### config.mk
export PLATFORM = sky130hd
export DESIGN_NAME = isp_port
export DESIGN_NICKNAME = d
export VERILOG_FILES = /design/src/isp_pkg.sv /design/src/isp_port.sv /design/src/isp_fifo.sv
export VERILOG_INCLUDE_DIRS = /design/src /design/src/src
export SDC_FILE = /design/constraint.sdc
export NUM_CORES = 1
export LEC_CHECK = 0
export BUFFER_PORTS_ARGS = -buffer_cell sky130_fd_sc_hd__buf_2
export CAP_MARGIN = 20
export CORE_MARGIN = 2
export CORE_UTILIZATION = 40
export DETAILED_ROUTE_END_ITERATION = 10
export PLACE_DENSITY = 0.64
export SKIP_LAST_GASP = 1
export SYNTH_ARGS = -nofsm -noshare
export SYNTH_HDL_FRONTEND = slang
export SYNTH_SLANG_ARGS = --single-unit
### constraint.sdc
create_clock -name ref_clk_i -period 3.2 [get_ports ref_clk_i]
set_clock_uncertainty 0.1 [all_clocks]
set_input_delay 0.48 -clock ref_clk_i [delete_from_list [all_inputs] [get_ports ref_clk_i]]
set_output_delay 0.48 -clock ref_clk_i [all_outputs]
set_load 0.005 [all_outputs]
### src/isp_cfg.svh
// Constants for the I2C slave register port
`ifndef ISP_CFG_SVH
`define ISP_CFG_SVH
`define ISP_CLK_PERIOD_PS   5000
`define ISP_SPIKE_NS        50
`define ISP_SPIKE_CYCLES    (((`ISP_SPIKE_NS * 1000) + `ISP_CLK_PERIOD_PS - 1) / `ISP_CLK_PERIOD_PS)
`define ISP_ADDR_LOWER_DIE  7'h40
`define ISP_ADDR_UPPER_DIE  7'h41
`define ISP_HELD_ANGLE_HI   8'h0E
`define ISP_HELD_RAW_HI     8'h0C
`define ISP_HELD_FIELD_HI   8'h1B
`define ISP_PTR_RESET       8'h00
`define ISP_FIFO_DEPTH      8
`endif

### src/isp_pkg.sv
// Types for the I2C slave register port
package isp_pkg;
   typedef enum logic [2:0] {
      ST_IDLE,
      ST_ADDR,
      ST_WORD,
      ST_WDATA,
      ST_RDATA,
      ST_ACK,
      ST_MACK
   } isp_state_type;
endpackage

### src/isp_port.sv
// I2C slave front end: framing, address pointer, write FIFO, read data port
`timescale 1ns/1ps
`include "isp_cfg.svh"
module isp_port #(
   parameter int FIFO_DEPTH = `ISP_FIFO_DEPTH,
   parameter int FILT_LEN   = `ISP_SPIKE_CYCLES
) (
   input  wire logic        ref_clk_i,
   input  wire logic        reset_i,
   input  wire logic        scl_i,
   input  wire logic        sda_i,
   output logic             sda_o,
   output logic             sda_oe_o,
   input  wire logic        upper_die_i,
   output logic [7:0]       reg_addr_o,
   input  wire logic        reg_valid_i,
   input  wire logic [7:0]  reg_rdata_i,
   output logic [15:0]      wr_data_o,
   output logic             wr_valid_o,
   input  wire logic        wr_ready_i,
   output logic             busy_o
);
   import isp_pkg::*;

   logic [1:0]          scl_sync_reg;
   logic [1:0]          sda_sync_reg;
   logic                scl_f_reg;
   logic                sda_f_reg;
   logic                scl_prev_reg;
   logic                sda_prev_reg;
   logic [7:0]          scl_cnt_reg;
   logic [7:0]          sda_cnt_reg;
   logic [1:0]          die_sync_reg;
   logic                strap_reg;
   logic                wdata_byte_reg;
   isp_state_type       state_reg;
   isp_state_type       after_ack_reg;
   logic [3:0]          bit_cnt_reg;
   logic [7:0]          shift_reg;
   logic [7:0]          ptr_reg;
   logic                ack_reg;
   logic                reading_reg;
   logic                drive_reg;
   logic                ptr_adv_reg;
   logic                scl_rise;
   logic                scl_fall;
   logic                start_cond;
   logic                stop_cond;
   logic                held_addr;
   logic [7:0]          rx_byte;
   logic                fifo_in_ready;
   logic                fifo_push;
   logic [15:0]         fifo_in_data;

   // Two-stage synchronisers; only the second stage feeds the filters
   always_ff @(posedge ref_clk_i or posedge reset_i)
   begin
      if (reset_i)
      begin
         scl_sync_reg <= 2'h3;
         sda_sync_reg <= 2'h3;
      end
      else
      begin
         scl_sync_reg <= {scl_sync_reg[0], scl_i};
         sda_sync_reg <= {sda_sync_reg[0], sda_i};
      end
   end

   // A line level is accepted only after it stays put for the spike width
   always_ff @(posedge ref_clk_i or posedge reset_i)
   begin
      if (reset_i)
      begin
         scl_f_reg   <= 1'b1;
         sda_f_reg   <= 1'b1;
         scl_cnt_reg <= 8'h00;
         sda_cnt_reg <= 8'h00;
      end
      else
      begin
         if (scl_sync_reg[1] == scl_f_reg)
            scl_cnt_reg <= 8'h00;
         else if (scl_cnt_reg == 8'(FILT_LEN - 1))
         begin
            scl_f_reg   <= scl_sync_reg[1];
            scl_cnt_reg <= 8'h00;
         end
         else
            scl_cnt_reg <= scl_cnt_reg + 8'h01;
         if (sda_sync_reg[1] == sda_f_reg)
            sda_cnt_reg <= 8'h00;
         else if (sda_cnt_reg == 8'(FILT_LEN - 1))
         begin
            sda_f_reg   <= sda_sync_reg[1];
            sda_cnt_reg <= 8'h00;
         end
         else
            sda_cnt_reg <= sda_cnt_reg + 8'h01;
      end
   end

   always_ff @(posedge ref_clk_i or posedge reset_i)
   begin
      if (reset_i)
      begin
         scl_prev_reg <= 1'b1;
         sda_prev_reg <= 1'b1;
      end
      else
      begin
         scl_prev_reg <= scl_f_reg;
         sda_prev_reg <= sda_f_reg;
      end
   end

   // Die select strap is synchronised, then captured only while idle
   always_ff @(posedge ref_clk_i or posedge reset_i)
   begin
      if (reset_i)
      begin
         die_sync_reg <= 2'h0;
         strap_reg    <= 1'b0;
      end
      else
      begin
         die_sync_reg <= {die_sync_reg[0], upper_die_i};
         if (state_reg == ST_IDLE)
            strap_reg <= die_sync_reg[1];
      end
   end

   assign scl_rise   = scl_f_reg && !scl_prev_reg;
   assign scl_fall   = !scl_f_reg && scl_prev_reg;
   assign start_cond = scl_f_reg && scl_prev_reg && sda_prev_reg && !sda_f_reg;
   assign stop_cond  = scl_f_reg && scl_prev_reg && !sda_prev_reg && sda_f_reg;
   assign rx_byte    = {shift_reg[6:0], sda_f_reg};
   assign held_addr  = (ptr_reg == `ISP_HELD_ANGLE_HI) || (ptr_reg == `ISP_HELD_RAW_HI)
                       || (ptr_reg == `ISP_HELD_FIELD_HI);

   // Byte framing; condition detection overrides any bit in progress
   always_ff @(posedge ref_clk_i or posedge reset_i)
   begin
      if (reset_i)
      begin
         state_reg     <= ST_IDLE;
         after_ack_reg <= ST_IDLE;
         bit_cnt_reg   <= 4'h0;
         shift_reg     <= 8'h00;
         ack_reg       <= 1'b0;
         reading_reg   <= 1'b0;
      end
      else if (start_cond)
      begin
         state_reg   <= ST_ADDR;
         bit_cnt_reg <= 4'h0;
      end
      else if (stop_cond)
      begin
         state_reg <= ST_IDLE;
      end
      else
      begin
         case (state_reg)
            ST_ADDR, ST_WORD, ST_WDATA:
            begin
               if (scl_rise)
               begin
                  shift_reg   <= rx_byte;
                  bit_cnt_reg <= bit_cnt_reg + 4'h1;
               end
               if (scl_fall && bit_cnt_reg == 4'h8)
               begin
                  bit_cnt_reg <= 4'h0;
                  state_reg   <= ST_ACK;
                  if (state_reg == ST_ADDR)
                  begin
                     ack_reg <= shift_reg[7:1] == (strap_reg ? `ISP_ADDR_UPPER_DIE : `ISP_ADDR_LOWER_DIE);
                     reading_reg   <= shift_reg[0];
                     after_ack_reg <= shift_reg[0] ? ST_RDATA : ST_WORD;
                  end
                  else
                  begin
                     ack_reg       <= reg_valid_i;
                     after_ack_reg <= ST_WDATA;
                  end
               end
            end
            ST_ACK:
            begin
               if (scl_fall)
               begin
                  if (!ack_reg && after_ack_reg != ST_WDATA)
                     state_reg <= ST_IDLE;
                  else
                     state_reg <= after_ack_reg;
                  if (after_ack_reg == ST_RDATA)
                     shift_reg <= reg_valid_i ? reg_rdata_i : 8'h00;
               end
            end
            ST_RDATA:
            begin
               if (scl_fall)
               begin
                  if (bit_cnt_reg == 4'h7)
                  begin
                     bit_cnt_reg <= 4'h0;
                     state_reg   <= ST_MACK;
                  end
                  else
                  begin
                     shift_reg   <= {shift_reg[6:0], 1'b0};
                     bit_cnt_reg <= bit_cnt_reg + 4'h1;
                  end
               end
            end
            ST_MACK:
            begin
               if (scl_rise)
                  ack_reg <= !sda_f_reg;
               if (scl_fall)
               begin
                  if (ack_reg)
                  begin
                     state_reg <= ST_RDATA;
                     shift_reg <= reg_valid_i ? reg_rdata_i : 8'h00;
                  end
                  else
                     state_reg <= ST_IDLE;
               end
            end
            default:
            begin
               state_reg <= ST_IDLE;
            end
         endcase
      end
   end

   // Pointer: loaded by the word byte, moved after every data byte except a read of a valid held address
   always_ff @(posedge ref_clk_i or posedge reset_i)
   begin
      if (reset_i)
      begin
         ptr_reg     <= `ISP_PTR_RESET;
         ptr_adv_reg <= 1'b0;
      end
      else
      begin
         ptr_adv_reg <= 1'b0;
         // Loaded at the eighth rise so the valid flag of the new address is ready for its acknowledge
         if (scl_rise && bit_cnt_reg == 4'h7 && state_reg == ST_WORD && !start_cond && !stop_cond)
            ptr_reg <= rx_byte;
         else if (ptr_adv_reg)
            ptr_reg <= ptr_reg + 8'h01;
         // Data write byte finished: advance after its acknowledge
         if (scl_fall && state_reg == ST_ACK && after_ack_reg == ST_WDATA && reading_reg == 1'b0
             && wdata_byte_reg)
            ptr_adv_reg <= 1'b1;
         if (scl_rise && state_reg == ST_MACK && !(held_addr && reg_valid_i))
            ptr_adv_reg <= 1'b1;
      end
   end

   // True only for data bytes, not for the word byte that loaded the pointer
   always_ff @(posedge ref_clk_i or posedge reset_i)
   begin
      if (reset_i)
         wdata_byte_reg <= 1'b0;
      else if (scl_fall && bit_cnt_reg == 4'h8)
         wdata_byte_reg <= state_reg == ST_WDATA;
   end

   // SDA drive: open drain, low only for ACK or a zero data bit
   always_ff @(posedge ref_clk_i or posedge reset_i)
   begin
      if (reset_i)
         drive_reg <= 1'b0;
      else if (start_cond || stop_cond)
         drive_reg <= 1'b0;
      else if (scl_fall)
      begin
         if (bit_cnt_reg == 4'h8 && state_reg != ST_RDATA && state_reg != ST_MACK && state_reg != ST_ACK)
            drive_reg <= (state_reg == ST_ADDR)
                         ? (shift_reg[7:1] == (strap_reg ? `ISP_ADDR_UPPER_DIE : `ISP_ADDR_LOWER_DIE))
                         : reg_valid_i;
         else if (state_reg == ST_ACK && after_ack_reg == ST_RDATA && ack_reg)
            drive_reg <= !(reg_valid_i ? reg_rdata_i[7] : 1'b0);
         else if (state_reg == ST_RDATA && bit_cnt_reg != 4'h7)
            drive_reg <= !shift_reg[6];
         else if (state_reg == ST_MACK && ack_reg)
            drive_reg <= !(reg_valid_i ? reg_rdata_i[7] : 1'b0);
         else
            drive_reg <= 1'b0;
      end
   end

   always_ff @(posedge ref_clk_i or posedge reset_i)
   begin
      if (reset_i)
      begin
         sda_o      <= 1'b1;
         sda_oe_o   <= 1'b0;
         busy_o     <= 1'b0;
         reg_addr_o <= `ISP_PTR_RESET;
      end
      else
      begin
         sda_o      <= 1'b0;
         sda_oe_o   <= drive_reg;
         busy_o     <= state_reg != ST_IDLE;
         reg_addr_o <= ptr_reg;
      end
   end

   // Accepted writes carry their address; invalid ones are dropped here
   assign fifo_push    = scl_fall && bit_cnt_reg == 4'h8 && state_reg == ST_WDATA
                         && reg_valid_i && !start_cond && !stop_cond;
   assign fifo_in_data = {ptr_reg, shift_reg};

   // Back-pressure limitation: a full FIFO loses the byte, so drain faster than SCL
   isp_fifo #(
      .WIDTH (16),
      .DEPTH (FIFO_DEPTH)
   ) u_fifo (
      .ref_clk_i   (ref_clk_i),
      .reset_i     (reset_i),
      .in_data_i   (fifo_in_data),
      .in_valid_i  (fifo_push && fifo_in_ready),
      .in_ready_o  (fifo_in_ready),
      .out_data_o  (wr_data_o),
      .out_valid_o (wr_valid_o),
      .out_ready_i (wr_ready_i)
   );

   // Acknowledge stays asserted across the high phase of the ninth clock
   ack_hold_a: assert property (@(posedge ref_clk_i) disable iff (reset_i)
      (state_reg == ST_ACK && scl_f_reg && ack_reg && !start_cond && !stop_cond) |-> sda_oe_o || $past(scl_rise))
      else $error("ack not held during ninth clock");
   start_det_a: assert property (@(posedge ref_clk_i) disable iff (reset_i)
      start_cond |=> state_reg == ST_ADDR)
      else $error("start not recognised");
   stop_det_a: assert property (@(posedge ref_clk_i) disable iff (reset_i)
      (stop_cond && !start_cond) |=> state_reg == ST_IDLE)
      else $error("stop not recognised");
   ptr_load_a: assert property (@(posedge ref_clk_i) disable iff (reset_i)
      (scl_rise && bit_cnt_reg == 4'h7 && state_reg == ST_WORD && !start_cond && !stop_cond)
      |=> ptr_reg == $past(rx_byte))
      else $error("word byte not loaded into pointer");
   ptr_wrap_a: assert property (@(posedge ref_clk_i) disable iff (reset_i)
      (ptr_adv_reg && ptr_reg == 8'hFF) |=> ptr_reg == 8'h00)
      else $error("pointer did not wrap");
   held_ptr_a: assert property (@(posedge ref_clk_i) disable iff (reset_i)
      (scl_rise && state_reg == ST_MACK && held_addr && reg_valid_i) |=> !ptr_adv_reg)
      else $error("pointer moved on held read");
   invalid_drop_a: assert property (@(posedge ref_clk_i) disable iff (reset_i)
      (fifo_push) |-> reg_valid_i)
      else $error("invalid byte stored");
   release_nack_a: assert property (@(posedge ref_clk_i) disable iff (reset_i)
      (state_reg == ST_MACK && scl_fall && !ack_reg) |=> ##1 !drive_reg)
      else $error("sda kept after master nack");
endmodule // isp_port

### src/isp_fifo.sv
// Small synchronous FIFO with valid/ready on both sides, registered read data
`timescale 1ns/1ps
module isp_fifo #(
   parameter int WIDTH = 16,
   parameter int DEPTH = 8
) (
   input  wire logic             ref_clk_i,
   input  wire logic             reset_i,
   input  wire logic [WIDTH-1:0] in_data_i,
   input  wire logic             in_valid_i,
   output logic                  in_ready_o,
   output logic      [WIDTH-1:0] out_data_o,
   output logic                  out_valid_o,
   input  wire logic             out_ready_i
);
   localparam int AW = $clog2(DEPTH);
   logic [WIDTH-1:0] mem_reg [DEPTH];
   logic [AW-1:0]    wr_ptr_reg;
   logic [AW-1:0]    rd_ptr_reg;
   logic [AW:0]      count_reg;
   logic             push;
   logic             pop;

   // The output stage counts as one entry so full and empty stay honest
   assign push = in_valid_i && in_ready_o;
   assign pop  = (count_reg != '0) && (!out_valid_o || out_ready_i);

   always_ff @(posedge ref_clk_i or posedge reset_i)
   begin
      if (reset_i)
      begin
         in_ready_o <= 1'b0;
      end
      else
      begin
         in_ready_o <= (count_reg + (AW+1)'(push) - (AW+1)'(pop)) < (AW+1)'(DEPTH - 1);
      end
   end

   always_ff @(posedge ref_clk_i)
   begin
      if (push)
      begin
         mem_reg[wr_ptr_reg] <= in_data_i;
      end
   end

   always_ff @(posedge ref_clk_i or posedge reset_i)
   begin
      if (reset_i)
      begin
         wr_ptr_reg  <= '0;
         rd_ptr_reg  <= '0;
         count_reg   <= '0;
         out_valid_o <= 1'b0;
         out_data_o  <= '0;
      end
      else
      begin
         if (push)
         begin
            wr_ptr_reg <= (wr_ptr_reg == AW'(DEPTH - 1)) ? '0 : wr_ptr_reg + 1'b1;
         end
         if (pop)
         begin
            rd_ptr_reg <= (rd_ptr_reg == AW'(DEPTH - 1)) ? '0 : rd_ptr_reg + 1'b1;
            out_data_o <= mem_reg[rd_ptr_reg];
            out_valid_o <= 1'b1;
         end
         else if (out_ready_i)
         begin
            out_valid_o <= 1'b0;
         end
         count_reg <= count_reg + (AW+1)'(push) - (AW+1)'(pop);
      end
   end
endmodule // isp_fifo

### Word level (Yosys, flattened, before mapping)

Memories as Yosys holds them, arrays and structs flattened. A register that Yosys moved wholly into a read port is not among the register bits.
Index checks and enable logic that the tools add are counted.

* register bits: 81
* RAM bits: 128
* bits of input ports: 15
* output and inout port bits: 28
* logic and storage cells: 207
* memories: 1

* add/subtract/negate cells: 8
* order comparisons: 1
* equality and inequality tests: 42
* mux-type cells: 54
* bitwise operators: 5
* reductions and logical operators: 67

Memory list
* u_fifo.mem_reg: words 8, bits a word 16, rd ports 1, clocked after Yosys merged registers in 1, write ports 1, RTL line isp_fifo.sv:17 `logic [WIDTH-1:0] mem_reg [DEPTH];`

Operators by type and width (count)
* $mux 8: 14
* $mux 3: 13
* $logic_and 1x1->1: 34
* $eq 8x4->1 const B: 4
* $pmux 8 s4: 1
* $add 8x1->8 const B: 3
* $mux 4: 6
* $ne 4x4->1 const B: 6
* $eq 3x3->1 const B: 6
* $ne 2x2->1 const B: 9
* $mux 1: 17
* $reduce_and 5->1: 3
* $ne 3x3->1 const B: 4
* $pmux 3 s4: 1
* $logic_not 1->1: 11
* $reduce_and 10->1: 1
* $eq 3x2->1 const B: 3
* $eq 8x5->1 const B: 1
* $pmux 4 s2: 1
* $reduce_and 4->1: 2
* $reduce_bool 2->1: 4
* $reduce_bool 4->1: 2
* $eq 7x7->1: 1
* $add 3x1->3 const B: 2
* 18 further kinds: 28

### Logic depth before layout (Yosys ltp)

* depth after elaboration: 12
* depth in mapped cells: 12
* gate-level depth less buffers: 11

### Modules after synthesis

A second synthesis with hierarchy kept.

* cells, all modules: 696
* area, all modules: 9510.4 um^2

By module, submodules not included
* isp_fifo: instances 1, cells each 374, area an instance 6154.7 um^2, sequential area each 4544.4 um^2
* isp_port: instances 1, cells each 322, area an instance 3355.7 um^2, sequential area each 1737.9 um^2

### Worst setup path after synthesis

OpenSTA, ideal clock, no wires.

* kind: flip-flop to flip-flop
* start point: reg bit_cnt_reg[0]
* end point: mem u_fifo.mem_reg[0][0] (enable)
* library setup time: 0.409 ns
* arrival: 2.688 ns
* data required time: 2.691 ns
* slack: 0.003 ns
* stages on the path, launching flop included: 8
* buffers on the path: 0
* clock period less this slack: 3.197 ns
* cell sequence: dfrtp_1 > inv_1 > ha_1 > nand3b_1 > or3_4 > nor3_4 > nand2b_2 > nor3_1

* cells in the longest elaborated chain, start to end: 10

Ends and longest elaborated chain
* from (decl): RTL line isp_port.sv:38 `logic [3:0] bit_cnt_reg;`
* from (signal assigned): RTL line isp_port.sv:170 `bit_cnt_reg <= bit_cnt_reg + 4'h1;`
* from (signal assigned): RTL line isp_port.sv:213 `bit_cnt_reg <= bit_cnt_reg + 4'h1;`
* $eq 4x4->1: RTL line isp_port.sv:317 `assign fifo_push = scl_fall && bit_cnt_reg == 4'h8 && state_reg == ST_WDATA`
* $logic_and 1x1->1 (2 in a row): RTL line isp_port.sv:317
* $logic_and 1x1->1 (3 in a row): RTL line isp_port.sv:318 `&& reg_valid_i && !start_cond && !stop_cond;`
* $logic_and 1x1->1: RTL line isp_port.sv:329 `.in_valid_i (fifo_push && fifo_in_ready),`
* $logic_and 1x1->1: RTL line isp_fifo.sv:25 `assign push = in_valid_i && in_ready_o;`
* net u_fifo.push: RTL line isp_fifo.sv:21 `logic push;`
* $mux 1: RTL line isp_fifo.sv:42 `if (push)`
* $mux 1 (implied by the code): RTL line isp_fifo.sv:44 `mem_reg[wr_ptr_reg] <= in_data_i;`
* to (decl): RTL line isp_fifo.sv:17

The timed path passes the listed nets, and every way through them passes these cells.

### Worst setup path after layout

* start point: reg bit_cnt_reg[0]
* end point: reg u_fifo.in_ready_o

* cells in the longest elaborated chain, start to end: 11

Ends and longest elaborated chain
* $eq 4x4->1: RTL line isp_port.sv:317
* $logic_and 1x1->1 (2 in a row): RTL line isp_port.sv:317
* $logic_and 1x1->1 (3 in a row): RTL line isp_port.sv:318
* $logic_and 1x1->1: RTL line isp_port.sv:329
* $logic_and 1x1->1: RTL line isp_fifo.sv:25
* net u_fifo.push: RTL line isp_fifo.sv:21
* $add 4x1->4: RTL line isp_fifo.sv:36 `in_ready_o <= (count_reg + (AW+1)'(push) - (AW+1)'(pop)) < (AW+1)'(DEPTH - 1);`
* $sub 4x1->4: RTL line isp_fifo.sv:36
* $lt 4x3->1: RTL line isp_fifo.sv:36
* to (signal assigned): RTL line isp_fifo.sv:36
* to (decl): RTL line isp_fifo.sv:11 `output logic in_ready_o,`

The timed path passes the listed nets, and every way through them passes these cells.
A chain may end at the register's enable or synchronous reset.

==> flow_summary.toml <==
[status]
outcome = "finished, final reports clean"

[final_layout]
largest_reg_flops = 128
fin_area_mm2 = 0.01082
drive_gt1_share_pct = 22.80
final_cell_count_no_fill = 1000
antenna_cells = 0
nets = 732
final_core_utilization_pct = 47.66
area_growth_pct = 16.37

[floorplanning]
initial_core_util_pct = 40.96
pin_count = 43
die_w_um = 156.5
core_area_mm2 = 0.02271
rows = 55
dieArea_mm2 = 0.02449
die_h_um = 156.5

[placed_design]
pre_cts_slack_ns = 0.5123
gp_congestion = 0.8453
dp_hpwl_um = 11560
placed_cell_area_mm2 = 0.009936
place.port_buffers = 42
dp.cells = 953

[route]
antenna_left = 0
via_count = 5210
drc = 0
wirelength_um = 17340
viasPerCell = 5.210
drt-pass1-iter-count = 4
routedWlPerCell_um = 17.34
first_iter_violations = 282

[sta]
finalSetupViolCount = 0
fin_tns_setup_ns = 0
hold_viol = 0
setup_slack_ns = 0.5085
holdWs_ns = 0.08602
period_minus_slack_ns = 2.692
fmax_mhz = 371.5
drv_slew = 0
rsz0062_at_grt = "no"
tightestPinTransition_ns = 0.9895
max_slew_margin_pct = 33.59
fin_crit_sh_pct = 84.11

[logic_synthesis]
synth-simple-area-share_pct = 9.335
synth_top_family_by_area = "multiplexers"
synth-adder-area-share_pct = 2.637
yosys_warnings = 0
synth_compound_area_share_pct = 5.475
synth-xor-area-share_pct = 2.354
ys.flop_type = "edfxtp_1"
synthCells = 631
synth_area_mm2 = 0.009301
synth.distinct_cells = 61
ys_seq_elements = 225
synth_top_area_share_pct = 41.32
syn_nets = 665
yosysMostFrequentCell = "edfxtp_1"
yosysTopAreaCell = "edfxtp_1"
ys_seq_area_share_pct = 67.54
synthTopCellsByCount = "128 x edfxtp_1, 88 x dfrtp_1, 59 x nor2_1"
synth.area.mux_share_pct = 10.73
syn_area_per_cell_um2 = 14.74
ys_top_cells_by_area = "edfxtp_1 41%, dfrtp_1 24%, mux4_2 7.7%"
synth_edf_count = 128
async_reset_ff_share_pct = 43.11

[global_route]
grt_pass1_wl_um = 28780
antenna_found_initial = 0
grt.total_usage_pct = 14.89
grt_overflow = 0
grt_pass1_vias = 5419
grt_max_degree = 80

[cts]
numCtsBuffers = 23
cts_buffer_depth = 3
worstSkewPairLatency_ns = 0.51
cts_setup_buffers = 0
cts.sinks = 225
cts_max_level = 1
cts-root-buf = "clkbuf_16"
clkTransAtPathRegs_ns = 0.06
cts_tree = "built"

[worst_setup_path]
cp_top_family = "simple AND/OR/NAND/NOR gates"
cp-end-kind = "flop"
slowest_delay_ns = 0.45
cp_max_fo = 7
crit_chain = "inv_1, ha_1, nand3b_1, or3_4, nor3_4, ha_1, fa_1, a31oi_1"
critical_path_class = "reg -> reg"
crit_buf_inv = 1
critical_path_arrival_ns = 3.02
start_kind = "flop"
worstPathRequired_ns = 3.53
crit_top_cell = "ha_1"
crit_slowest_cell = "fa_1"

[pwr]
swShare_pct = 27.01
irDropWorstVdd_v = 0.0003617
p_seq_share_pct = 47.3
power.leakage_nw = 4.247
clkPwrFrac_pct = 35.5
power.total_mw = 8.031
p_int_mw = 5.862
p_comb_share_pct = 17.2
powerDensity_mw_per_mm2 = 742.0
power_switching_mw = 2.169

[worst_hold_path]
hp-class = "in -> reg"

[flow_run]
maxCapViolations = 0
## worst reg2reg max path: cells and delay by family, from the launching register on
kind,cells,cell delay [ns]
adders and majority gates,3,0.88
DFF,1,0.42
AOI/OAI and AO/OA,1,0.15
buffers and inverters,1,0.07
and+or+nand+nor,3,0.99
## kinds of logic after synthesis
logic type,Yosys count
AO/OA/AOI/OAI,85
XOR/XNOR,25
adder cells (fa/ha/maj),19
buffers and inverters,44
flip-flops,225
multiplexers,58
other,1
AND/OR/NAND/NOR,174
## layout by cell type, fill, tap and decap left out, types with 4 or more instances in the layout
| cell | count |
|---|---|
| nand2b_1 | 7 |
| inv_1 | 19 |
| dlygate4sd3_1 | 4 |
| nor2_1 | 59 |
| buf_2 | 42 |
| nand3_1 | 17 |
| xnor2_1 | 7 |
| nor3_1 | 4 |
| a21oi_1 | 31 |
| mux2i_1 | 18 |
| nor2b_1 | 6 |
| buf_4 | 19 |
| dfrtp_1 | 87 |
| and3_1 | 6 |
| clkbuf_8 | 4 |
| dfstp_2 | 9 |
| edfxtp_1 | 128 |
| mux2_2 | 6 |
| mux4_2 | 32 |
| xor2_1 | 18 |
| o21ai_0 | 26 |
| bufinv_16 | 4 |
| clkbuf_1 | 5 |
| ha_1 | 18 |
| nand3b_1 | 5 |
| nand2_1 | 43 |
| clkbuf_16 | 23 |
## routing by layer
metal  GRT usage, %  up-vias  share of wire, %
met2          25.49       94                50
li1               -     2469                 -
met4          3.189        0               1.5
met5              0        -                 0
met1          20.05     2628                45
met3          2.603       19               3.8
## power by group through the flow
stage	logic (mW)	clock network [mW]	registers, mW
6_report	1.38	2.85	3.80
5_1_grt	1.54	3.04	3.86
4_1_cts	1.40	2.92	3.81
3_5_place_dp	1.40	0	3.86
3_3_place_gp	1.35	0	3.85
2_1_floorplan	1.10	0	3.68
## layout make-up
cell class / count / area, µm²
clock inverters: 10 / 171.4
multi-input cells: 362 / 2865
repair buffers: 66 / 420.4
inverters: 20 / 77.57
well taps: 285 / 356.6
flip-flops and latches: 225 / 6284
clock buffers: 32 / 649.4
fillers: 1971 / 11890
## worst paths after layout
| check | start | endpoint | slack (ns) | depth (start not counted) |
|---|---|---|---|---|
| min in group asynchronous | reset_i | sda_cnt_reg[0]$_DFF_PP0_ | 0.43 | 3 |
| max in group asynchronous | reset_i | u_fifo.out_data_o[12]$_DFFE_PP0P_ | 1.76 | 5 |
| hold reg to reg | die_sync_reg[0]$_DFF_PP0_ | die_sync_reg[1]$_DFF_PP0_ | 0.24 | 0 |
| hold / removal | wr_ready_i | u_fifo.out_valid_o$_DFFE_PP0P_ | 0.09 | 2 |
| setup / recovery | bit_cnt_reg[0]$_DFFE_PP0P_ | u_fifo.in_ready_o$_DFF_PP0_ | 0.51 | 8 |
| setup reg to reg | bit_cnt_reg[0]$_DFFE_PP0P_ | u_fifo.in_ready_o$_DFF_PP0_ | 0.51 | 8 |
## timing repair
action / in CTS / in global routing
hold endpoints to repair: 3 / 24
resized for setup: 0 / 0
hold buffers: 3 / 1
No activity file was read; power rests on OpenSTA's default activity.
